## config.mk

```make
export PLATFORM = sky130hd
export DESIGN_NAME = strap_cfg_latch
export DESIGN_NICKNAME = d
export VERILOG_FILES = /design/src/rtl/strap_cfg_pkg.sv /design/src/rtl/strap_if.sv /design/src/rtl/strap_sampler.sv /design/src/rtl/strap_cfg_latch.sv
export SDC_FILE = /design/constraint.sdc
export NUM_CORES = 1
export LEC_CHECK = 0
export BUFFER_PORTS_ARGS = -buffer_cell sky130_fd_sc_hd__buf_2
export CORE_MARGIN = 8
export CORE_UTILIZATION = 40
export CTS_CLUSTER_SIZE = 14
export DETAILED_ROUTE_END_ITERATION = 10
export GPL_ROUTABILITY_DRIVEN = 1
export GPL_TIMING_DRIVEN = 0
export MAX_ROUTING_LAYER = met4
export PLACE_DENSITY = 0.72
export REMOVE_ABC_BUFFERS = 1
export SLEW_MARGIN = 20
export SYNTH_ARGS = -nofsm -noshare
export SYNTH_HDL_FRONTEND = slang
export SYNTH_SLANG_ARGS = --single-unit
```

## constraint.sdc

```tcl
create_clock -name core_clk -period 2.1 [get_ports core_clk]
set_input_delay 0.105 -clock core_clk [delete_from_list [all_inputs] [get_ports core_clk]]
set_output_delay 0.105 -clock core_clk [all_outputs]
set_load 0.01 [all_outputs]
```

## src/rtl/strap_cfg_pkg.sv

```systemverilog
// constants, field layout and timing for the reset strap configuration latch
package strap_cfg_pkg;
	// capture register layout, one bit per strap pin
	localparam int BOOT_LSB = 0;
	localparam int BOOT_W = 4;
	localparam int FAST_POS = 4;
	localparam int PLL_LSB = 5;
	localparam int PLL_W = 3;
	localparam int AEM_LSB = 8;
	localparam int AEM_W = 3;
	localparam int CS2W_POS = 11;
	localparam int ENDIAN_POS = 12;
	localparam int PCI_POS = 13;
	localparam int CAP_W = 14;
	// shared strap pads are all capture bits below the pci bit
	localparam int PAD_W = 13;
	// bus width codes and the no-memory pinout mode code
	localparam logic WIDTH_8 = 1'h0;
	localparam logic WIDTH_16 = 1'h1;
	localparam logic [2:0] AEM_NONE = 3'h0;
	// sub-block ownership of each pad
	localparam int SUB0_LAST = 3;
	localparam int SUB1_LAST = 7;
	// timing
	localparam int SYNC_STAGES = 2;
	localparam int CLK_PERIOD_PS = 5000;
	localparam int GRST_HOLD_NS = 100;
	localparam int GRST_HOLD_CYC = (GRST_HOLD_NS * 1000 + CLK_PERIOD_PS - 1) / CLK_PERIOD_PS;
	typedef enum logic [1:0] {ST_SYNC, ST_CAPTURE, ST_HOLD, ST_RUN} seq_state_e;
endpackage

```

## src/rtl/strap_if.sv

```systemverilog
// carrier between the strap sampler and the sequencing top
`timescale 1ns/1ps
interface strap_if;
	import strap_cfg_pkg::*;
	logic [CAP_W-1:0] cap;
	logic capture;
	modport sampler(input capture, output cap);
	modport user(output capture, input cap);
endinterface

```

## src/rtl/strap_sampler.sv

```systemverilog
// synchronises strap pins and holds the capture register
`timescale 1ns/1ps
module strap_sampler
	import strap_cfg_pkg::*;
(
	input wire logic core_clk,
	input wire logic rst_b,
	input wire logic [PAD_W-1:0] pad_in,
	input wire logic pci_enable_strap,
	strap_if.sampler sif
);
	logic [CAP_W-1:0] meta;
	logic [CAP_W-1:0] sync;
	logic [CAP_W-1:0] cap;

	// two-flop synchroniser, first stage feeds only the second
	always_ff @(posedge core_clk or negedge rst_b) begin
		if (!rst_b) begin
			meta <= '0;
			sync <= '0;
		end else begin
			meta <= {pci_enable_strap, pad_in};
			sync <= meta;
		end
	end

	// one strobe loads all straps together; no write path exists
	always_ff @(posedge core_clk or negedge rst_b) begin
		if (!rst_b) begin
			cap <= '0;
		end else if (sif.capture) begin
			cap <= sync;
		end
	end

	assign sif.cap = cap;
endmodule

```

## src/rtl/strap_cfg_latch.sv

```systemverilog
// reset strap capture, default seeding and strap pad ownership
`timescale 1ns/1ps
module strap_cfg_latch
	import strap_cfg_pkg::*;
#(
	parameter int NUM_OTHER_CS = 3,
	parameter int HOLD_CYCLES = GRST_HOLD_CYC
) (
	input wire logic core_clk,
	input wire logic rst_b,
	// shared strap pads
	input wire logic [PAD_W-1:0] pad_in,
	output logic [PAD_W-1:0] pad_out,
	output logic [PAD_W-1:0] pad_oe,
	// dedicated pci enable pin
	input wire logic pci_enable_strap,
	// functional drivers of the shared pads
	input wire logic [PAD_W-1:0] gpio_out,
	input wire logic [PAD_W-1:0] gpio_oe,
	input wire logic [PAD_W-1:0] mem_out,
	input wire logic [PAD_W-1:0] mem_oe,
	// software writes
	input wire logic pinout_mode_wr,
	input wire logic [AEM_W-1:0] pinout_mode_wdata,
	input wire logic pci_field_wr,
	input wire logic pci_field_wdata,
	input wire logic cs2_width_wr,
	input wire logic cs2_width_wdata,
	input wire logic [NUM_OTHER_CS-1:0] cs_width_wr,
	input wire logic [NUM_OTHER_CS-1:0] cs_width_wdata,
	input wire logic mem_power_wr,
	input wire logic mem_power_enable_wdata,
	// state shown to software and peripherals
	output logic [CAP_W-1:0] strap_capture_reg,
	output logic [AEM_W-1:0] latched_pinout_mode,
	output logic [AEM_W-1:0] pinout_mode,
	output logic pci_enable_field,
	output logic cs2_width,
	output logic [NUM_OTHER_CS-1:0] cs_width,
	output logic held_in_soft_reset,
	output logic little_endian,
	output logic pci_pulls_enable,
	output logic host_boot_pci,
	output logic [BOOT_W-1:0] boot_mode,
	output logic fast_boot,
	output logic [PLL_W-1:0] fast_boot_pll_mult,
	output logic global_reset_done
);
	localparam int CNT_W = $clog2(HOLD_CYCLES + SYNC_STAGES + 1);
	localparam logic [CNT_W-1:0] SYNC_LAST = CNT_W'(SYNC_STAGES - 1);
	localparam logic [CNT_W-1:0] HOLD_LAST = CNT_W'(HOLD_CYCLES - 1);
	localparam int HOLD_DLY = HOLD_CYCLES;

	// refuse settings the sequencer cannot serve
	if (HOLD_CYCLES < 1) begin : g_bad_hold
		$error("HOLD_CYCLES must be at least one");
	end
	if (NUM_OTHER_CS < 1) begin : g_bad_cs
		$error("NUM_OTHER_CS must be at least one");
	end
	// the hold length check spells the hold out as one delay, so keep it short
	if (HOLD_CYCLES > 300) begin : g_long_hold
		$error("HOLD_CYCLES too long for the hold length check");
	end
	// the capture layout puts every shared pad below the pci bit
	if (PAD_W != CAP_W - 1) begin : g_bad_layout
		$error("PAD_W must be one less than CAP_W");
	end

	strap_if sif();

	strap_sampler u_sampler (
		.core_clk(core_clk),
		.rst_b(rst_b),
		.pad_in(pad_in),
		.pci_enable_strap(pci_enable_strap),
		.sif(sif)
	);

	// sub-block of a pad: 0, 1 or 3
	function automatic logic [1:0] sub_block_of(input int idx);
		if (idx <= SUB0_LAST) begin
			return 2'h0;
		end
		if (idx <= SUB1_LAST) begin
			return 2'h1;
		end
		return 2'h3;
	endfunction

	// mask of memory-owned sub-blocks {3, 1, 0} for a pinout mode
	function automatic logic [2:0] mem_owned_subs(input logic [AEM_W-1:0] mode);
		unique case (mode)
			3'h0: return 3'h0;
			3'h1: return 3'h1;
			3'h2: return 3'h3;
			default: return 3'h7;
		endcase
	endfunction

	seq_state_e state;
	seq_state_e next_state;
	logic [CNT_W-1:0] cnt;
	logic [CNT_W-1:0] next_cnt;
	logic running;
	logic holding;
	logic sync_done;
	logic hold_done;

	assign running = (state == ST_RUN);
	assign holding = (state == ST_HOLD);
	assign sync_done = (cnt == SYNC_LAST);
	assign hold_done = (cnt == HOLD_LAST);
	// wait out the synchroniser so the capture sees settled pin levels
	assign sif.capture = (state == ST_CAPTURE);
	assign global_reset_done = running;

	// reset sequencing: settle, capture once, hold global reset, run
	always_comb begin
		next_state = state;
		next_cnt = cnt;
		unique case (state)
			ST_SYNC: begin
				next_cnt = cnt + CNT_W'(1);
				if (sync_done) begin
					next_state = ST_CAPTURE;
					next_cnt = '0;
				end
			end
			ST_CAPTURE: begin
				next_state = ST_HOLD;
			end
			ST_HOLD: begin
				next_cnt = cnt + CNT_W'(1);
				if (hold_done) begin
					next_state = ST_RUN;
					next_cnt = '0;
				end
			end
			ST_RUN: begin
				next_state = ST_RUN;
			end
		endcase
	end

	always_ff @(posedge core_clk or negedge rst_b) begin
		if (!rst_b) begin
			state <= ST_SYNC;
			cnt <= '0;
		end else begin
			state <= next_state;
			cnt <= next_cnt;
		end
	end

	// decoded strap fields, straight from the capture flops
	logic [AEM_W-1:0] cap_aem;
	logic cap_cs2;
	logic cap_pci;
	logic cap_fast;
	assign cap_aem = sif.cap[AEM_LSB +: AEM_W];
	assign cap_cs2 = sif.cap[CS2W_POS];
	assign cap_pci = sif.cap[PCI_POS];
	assign cap_fast = sif.cap[FAST_POS];
	assign strap_capture_reg = sif.cap;
	assign latched_pinout_mode = cap_aem;
	assign boot_mode = sif.cap[BOOT_LSB +: BOOT_W];
	assign fast_boot = cap_fast;
	// multiplier only meaningful in fast boot, so mask it otherwise
	assign fast_boot_pll_mult = cap_fast ? sif.cap[PLL_LSB +: PLL_W] : '0;
	assign little_endian = sif.cap[ENDIAN_POS];
	assign pci_enable_field = cap_pci;
	assign pci_pulls_enable = !cap_pci;
	assign host_boot_pci = cap_pci;

	// software pinout field: seeded during hold, writable in run
	always_ff @(posedge core_clk or negedge rst_b) begin
		if (!rst_b) begin
			pinout_mode <= AEM_NONE;
		end else if (holding) begin
			pinout_mode <= cap_aem;
		end else if (running && pinout_mode_wr) begin
			pinout_mode <= pinout_mode_wdata;
		end
	end

	// chip-select widths; cs2 seeded from its strap, others seeded at 8
	always_ff @(posedge core_clk or negedge rst_b) begin
		if (!rst_b) begin
			cs2_width <= WIDTH_8;
		end else if (holding) begin
			cs2_width <= cap_cs2 ? WIDTH_16 : WIDTH_8;
		end else if (running && cs2_width_wr) begin
			cs2_width <= cs2_width_wdata;
		end
	end

	for (genvar c = 0; c < NUM_OTHER_CS; c++) begin : g_cs
		always_ff @(posedge core_clk or negedge rst_b) begin
			if (!rst_b) begin
				cs_width[c] <= WIDTH_8;
			end else if (holding) begin
				cs_width[c] <= WIDTH_8;
			end else if (running && cs_width_wr[c]) begin
				cs_width[c] <= cs_width_wdata[c];
			end
		end
	end

	// memory module power default; power controller may change it later
	always_ff @(posedge core_clk or negedge rst_b) begin
		if (!rst_b) begin
			held_in_soft_reset <= 1'h1;
		end else if (holding) begin
			held_in_soft_reset <= (cap_aem == AEM_NONE);
		end else if (running && mem_power_wr) begin
			held_in_soft_reset <= !mem_power_enable_wdata;
		end
	end

	// pad ownership: pinout mode alone picks memory or gpio per sub-block;
	// it feeds no control of the memory interface itself
	logic [2:0] owned_subs;
	logic [PAD_W-1:0] mem_owns;
	assign owned_subs = mem_owned_subs(pinout_mode);

	for (genvar p = 0; p < PAD_W; p++) begin : g_pad
		localparam logic [1:0] SUB = sub_block_of(p);
		localparam int BIT = (SUB == 2'h3) ? 2 : int'(SUB);
		assign mem_owns[p] = owned_subs[BIT];
		// nothing drives the pad until global reset is over
		assign pad_oe[p] = running && (mem_owns[p] ? mem_oe[p] : gpio_oe[p]);
		assign pad_out[p] = running && (mem_owns[p] ? mem_out[p] : gpio_out[p]);
	end
endmodule

```

== Word level (Yosys, flattened, before mapping) ==
Cells that the tools add are included.

* Bits in registers: 57
* Bits of input ports: 84
* Output and inout port bits: 64

* Add/subtract/negate cells: 1
* Eq/ne operators: 9
* Muxes and demuxes: 47
* Reductions and logical operators: 45

{| class="wikitable"
|+ Operators by type and width
! operator !! count
|-
| 2-to-1 mux 1 bit || 37
|-
| logical AND 1 bit || 32
|-
| nonzero test 2 bit || 7
|-
| 2-to-1 mux 5 bit || 2
|-
| case mux 5 bit (2 select lines) || 1
|-
| 2-to-1 mux 3 bit || 3
|-
| case mux 3 bit (3 select lines) || 1
|-
| case mux 2 bit (4 select lines) || 1
|-
| zero test 3 bit || 2
|-
| adder 5 x 1 -> 5 bit (second input constant) || 1
|-
| == test 5 x 1 -> 1 bit (second input constant) || 1
|-
| == test 5 bit (second input constant) || 1
|-
| == test 2 bit (second input constant) || 2
|-
| 2-to-1 mux 2 bit || 2
|-
| == test 3 x 1 -> 1 bit (second input constant) || 1
|-
| == test 3 x 2 -> 1 bit (second input constant) || 1
|-
| == test 2 x 1 -> 1 bit (second input constant) || 1
|-
| zero test 1 bit || 2
|-
| zero test 2 bit || 1
|-
| != test 2 x 1 -> 1 bit (second input constant) || 1
|-
| != test 2 bit (second input constant) || 1
|-
| AND reduction 2 bit || 1
|}

== Logic depth before layout (Yosys ltp) ==
* Depth in word-level cells: 4
* Gate-level depth with buffers: 6
* Mapped depth without buffers: 5

== Cells and area by module ==
A second synthesis with hierarchy kept.

* Cells, all modules: 234
* Area total of the unflattened synthesis: 2513.7 um2

{| class="wikitable"
|+ By module, submodules not included
! module !! times used !! cells each !! area an instance (um2)
|-
| strap_cfg_latch || 1 || 177 || 1293.7
|-
| strap_sampler || 1 || 57 || 1219.9
|}

== Least setup slack after synthesis ==
No wires, ideal clock.

* Path kind: register to output
* Start point: reg pinout_mode[1]
* End point: out pad_oe[10]
* Data arrival time: 1.235 ns
* Data required time: 1.995 ns
* Setup slack: 0.760 ns
* Stages on the path, launching flop included: 5
* Buffers on the path: 1
* Cells stage by stage: dfrtp_1 -> buf_2 -> a21oi_2 -> nand2_1 -> a21oi_1

* Cells in the longest elaborated chain, start to end: 4
* Elaborated cells between the ends (all ways): 6

{| class="wikitable"
|+ RTL lines
! what !! RTL line !! source
|-
| from (decl) || strap_cfg_latch.sv:36 || <nowiki>output logic [AEM_W-1:0] pinout_mode,</nowiki>
|-
| from (signal assigned) || strap_cfg_latch.sv:181 || <nowiki>pinout_mode <= cap_aem;</nowiki>
|-
| from (signal assigned) || strap_cfg_latch.sv:183 || <nowiki>pinout_mode <= pinout_mode_wdata;</nowiki>
|-
| == test 3 x 2 -> 1 bit, or another cell as far along || strap_cfg_latch.sv:93 || <nowiki>unique case (mode)</nowiki>
|-
| case mux 3 bit (3 select lines) * || strap_cfg_latch.sv:93 ||
|-
| 2-to-1 mux 1 bit * || strap_cfg_latch.sv:232 || <nowiki>assign pad_oe[p] = running && (mem_owns[p] ? mem_oe[p] : gpio_oe[p]);</nowiki>
|-
| logical AND 1 bit * || strap_cfg_latch.sv:232 ||
|-
| to (decl) || strap_cfg_latch.sv:14 || <nowiki>output logic [PAD_W-1:0] pad_oe,</nowiki>
|}

Every way passes the cells marked *; elsewhere a longest branch is shown, timed or not.

== Final worst setup path ==
* Start point: reg state[0]
* End point: out pad_oe[7]

* Cells in the longest elaborated chain, start to end: 2

{| class="wikitable"
|+ RTL lines
! what !! RTL line !! source
|-
| from (decl) || strap_cfg_latch.sv:101 || <nowiki>seq_state_e state;</nowiki>
|-
| from (signal assigned) || strap_cfg_latch.sv:151 || <nowiki>state <= next_state;</nowiki>
|-
| == test 2 bit || strap_cfg_latch.sv:110 || <nowiki>assign running = (state == ST_RUN);</nowiki>
|-
| logical AND 1 bit || strap_cfg_latch.sv:232 ||
|}

No other way between the ends.

==> results.cfg <==
[run]
max-cap-violations = 0

[cells_and_area]
utilization_pct = 57.38
finalInstanceArea_sq_mm = 0.003581
antenna_cells = 0
area_growth_syn_to_layout_pct = 40.92
fill_cells = 557
nNetsFinal = 471
drive_gt1_share_pct = 46.39

[timing]
rsz0062_at_grt = false
clock.fmax_ghz = 0.5311
setup_violations = 0
drv_slew = 0
worst_slack_ns = 0.2170
worstMarginPinSlew_ns = 0.6953
final_hold_viol_count = 0
min_period_ns = 1.883
fin_setup_tns_ns = 0
post-route-period-util_pct = 89.67
relSlewSlack_pct = 53.65
clock_skew_ns = 0.006939

[min_path]
hold_class = in -> reg
hp-start = cs2_width_wr

[critical_path]
r2r_slack_ns = 0.46
startpoint_type = flop
reg2reg_to = u_sampler.sif.cap[8]
crit_path_end = pad_oe[7]
ff2ff_path_depth = 2
critPathArrivalTime_ns = 1.78
worstReg2RegStart = state[0]
worstPathRequired_ns = 2.00
crit_type = reg -> out
worstSetupStartpoint = state[0]
critPathMaxFanout = 27
cp-end-kind = output port

[placed_design]
placed_area_sq_mm = 0.003207
dpl_worst_slack_ns = -0.1062
io_buffers = 145
gp_congestion = 0.7176
dpl.hpwl_mm = 5.106

[power]
vdd_drop_max_v = 0.0006014
cellPowerDensity_mw_per_mm2 = 731.7
p_leak_nw = 1.784

[clock_network]
cts_tree = built
cts.htree.levels = 3
root_buffer = clkbuf_8
clock_sinks = 57
insertion_delay_ns = 0.32
clk_pin_slew_worst_paths_ns = 0.06
numCtsBuffers = 9
cts.path.max_buffers = 2

[synthesis]
synth_area_per_cell_sq_um = 10.77
synth-seq-cells = 57
synth_top_family_by_area = simple AND/OR/NAND/NOR gates
ys_warn_count = 0
synth_area_leaders = dfrtp_1 (55%), mux2_2 (5.8%), a21oi_1 (5.1%), nand2_1 (4.7%), buf_4 (3.5%)
synth_most_common_cell = dfrtp_1
syn_area_sq_mm = 0.002541
async_flop_share_pct = 100.0
synth_top_area_cell = dfrtp_1
netlist-cell-type-count = 34
synth_common_cells = dfrtp_1 (56), nand2_1 (32), a21oi_1 (26), o21ai_0 (16), nor2_1 (14)
synth_top_area_share_pct = 55.15
synth_ff_type = dfrtp_1
synth_compound_area_share_pct = 12.21
synthMuxAreaShare_pct = 8.912
synth-edff-count = 0
synthSimpleGateAreaFrac_pct = 13.24
synth_cells = 236
synthAdderAreaFrac_pct = 0.9847
synth_xor_xnor_area_share_pct = 1.034
seq_area_frac_synth_pct = 56.18

[drt]
wl_mm = 7.007
drt.antenna.violating_nets = 0
dr_total_vias = 2258
post-route-drc-count = 0
dr.pass1.iters = 4
viasPerCell = 4.856
drt_iter0_drc = 99
wl_per_cell_um = 15.07

[grt]
grt_overflow = 0
grt_util_met3_pct = 5.850
grt_pass1_vias = 2249
grt-busiest-layer = met2
use_met2_pct = 24.00
grt_pass1_wl_mm = 10.66
use_met1_pct = 17.88
grt_max_degree = 58
antenna_found_initial = 0
grt_use_total_pct = 15.26

[run_status]
status = finished, final reports clean

[floorplan]
core_sq_mm = 0.006241
die_h_um = 95.71
die_x_um = 95.71
boundaryPins = 148
dieArea_sq_mm = 0.009159
placementRows = 29
initial_core_util_pct = 40.72
[critical path, cell delays in order (launching register included)]
cell	delay [ns]
dfrtp_2	0.64
nand2_2	0.40
a21oi_1	0.26
buf_2	0.16
[cells by family (layout without fill, tap and decap cells)]
logic type	count (synthesis)	count (layout)
adder cells (fa/ha/maj)	2	2
AO/OA/AOI/OAI	54	54
buffers and inverters	31	183
XOR/XNOR	3	3
multiplexers	21	21
flip-flops	57	57
AND/OR/NAND/NOR	68	68
[metal layers]
layer / up-vias / routed length [um]
li1: 1084 / -
met5: - / 0
met3: 4 / 834
met4: 0 / 33
met2: 113 / 3409
met1: 1057 / 2730
[registers in the layout (all words and copies together), names as in the netlist]
register	count
cnt	5
cs2_width	1
cs_width	3
held_in_soft_reset	1
pinout_mode	3
state	2
u_sampler.meta	14
u_sampler.sif.cap	14
u_sampler.sync	14
[per-stage QoR]
stage               cells  power, W  hold WS (ns)
floorplan             213  0.001366       -0.1906
global placement      435  0.001570        0.2129
detailed placement    435  0.001580        0.2013
CTS                   464  0.002656        0.1024
global route          465  0.002756        0.1375
finish                465  0.002620        0.1283
[worst min-delay path by stage]
stage	depth (start not counted)	slack [ns]	end
after detailed placement	1	0.20	u_sampler.sif.cap[13]
after global routing	4	0.14	cs2_width
after floorplan	0	-0.19	cnt[0]
after global placement	1	0.21	u_sampler.meta[0]
after CTS	4	0.10	held_in_soft_reset
final	4	0.13	cs2_width
[layout make-up]
type / instances / area, sq um / share of cell area, %
clock inverter: 3 / 67.56 / 1.887
clock buffer: 11 / 131.4 / 3.669
timing repair buffer: 161 / 898.4 / 25.09
multi-input combinational: 148 / 927.1 / 25.89
sequential: 57 / 1430 / 39.94
inverter: 8 / 30.03 / 0.8386
tap: 77 / 96.34 / 2.690
[power by group]
| group | internal, W | leakage, nW | switching, W |
|---|---|---|---|
| combinational | 0.000196 | 1.02 | 0.000190 |
| clock | 0.000655 | 0.0955 | 0.000381 |
| sequential | 0.00115 | 0.668 | 0.0000434 |
[timing repair]
item                                    4_1_cts  5_1_grt
setup buffers                                 0        1
hold buffers                                 15        0
resized for setup                             3        0
endpoints found under the setup margin       27        3
hold endpoints to repair                     70        0
pin swaps                                     0        1
gates cloned                                  0        0
[cell usage in the layout (no fill, tap or decap), types with 2 or more instances in the layout]
cell	n
dlygate4sd3_1	15
xnor2_1	2
nand3_1	4
inv_1	8
dfrtp_2	2
mux2i_1	8
o2bb2ai_1	2
dfrtp_1	54
clkbuf_1	2
nand2b_1	2
a22o_1	3
and2_1	3
bufinv_16	2
a2bb2oi_1	3
a21oi_1	26
ha_1	2
nand2_1	31
o21ai_0	16
nor2_1	14
clkbuf_8	9
mux2_2	13
buf_2	144
nand3b_1	5
a31oi_1	2
(Power assumes the default switching activity.)
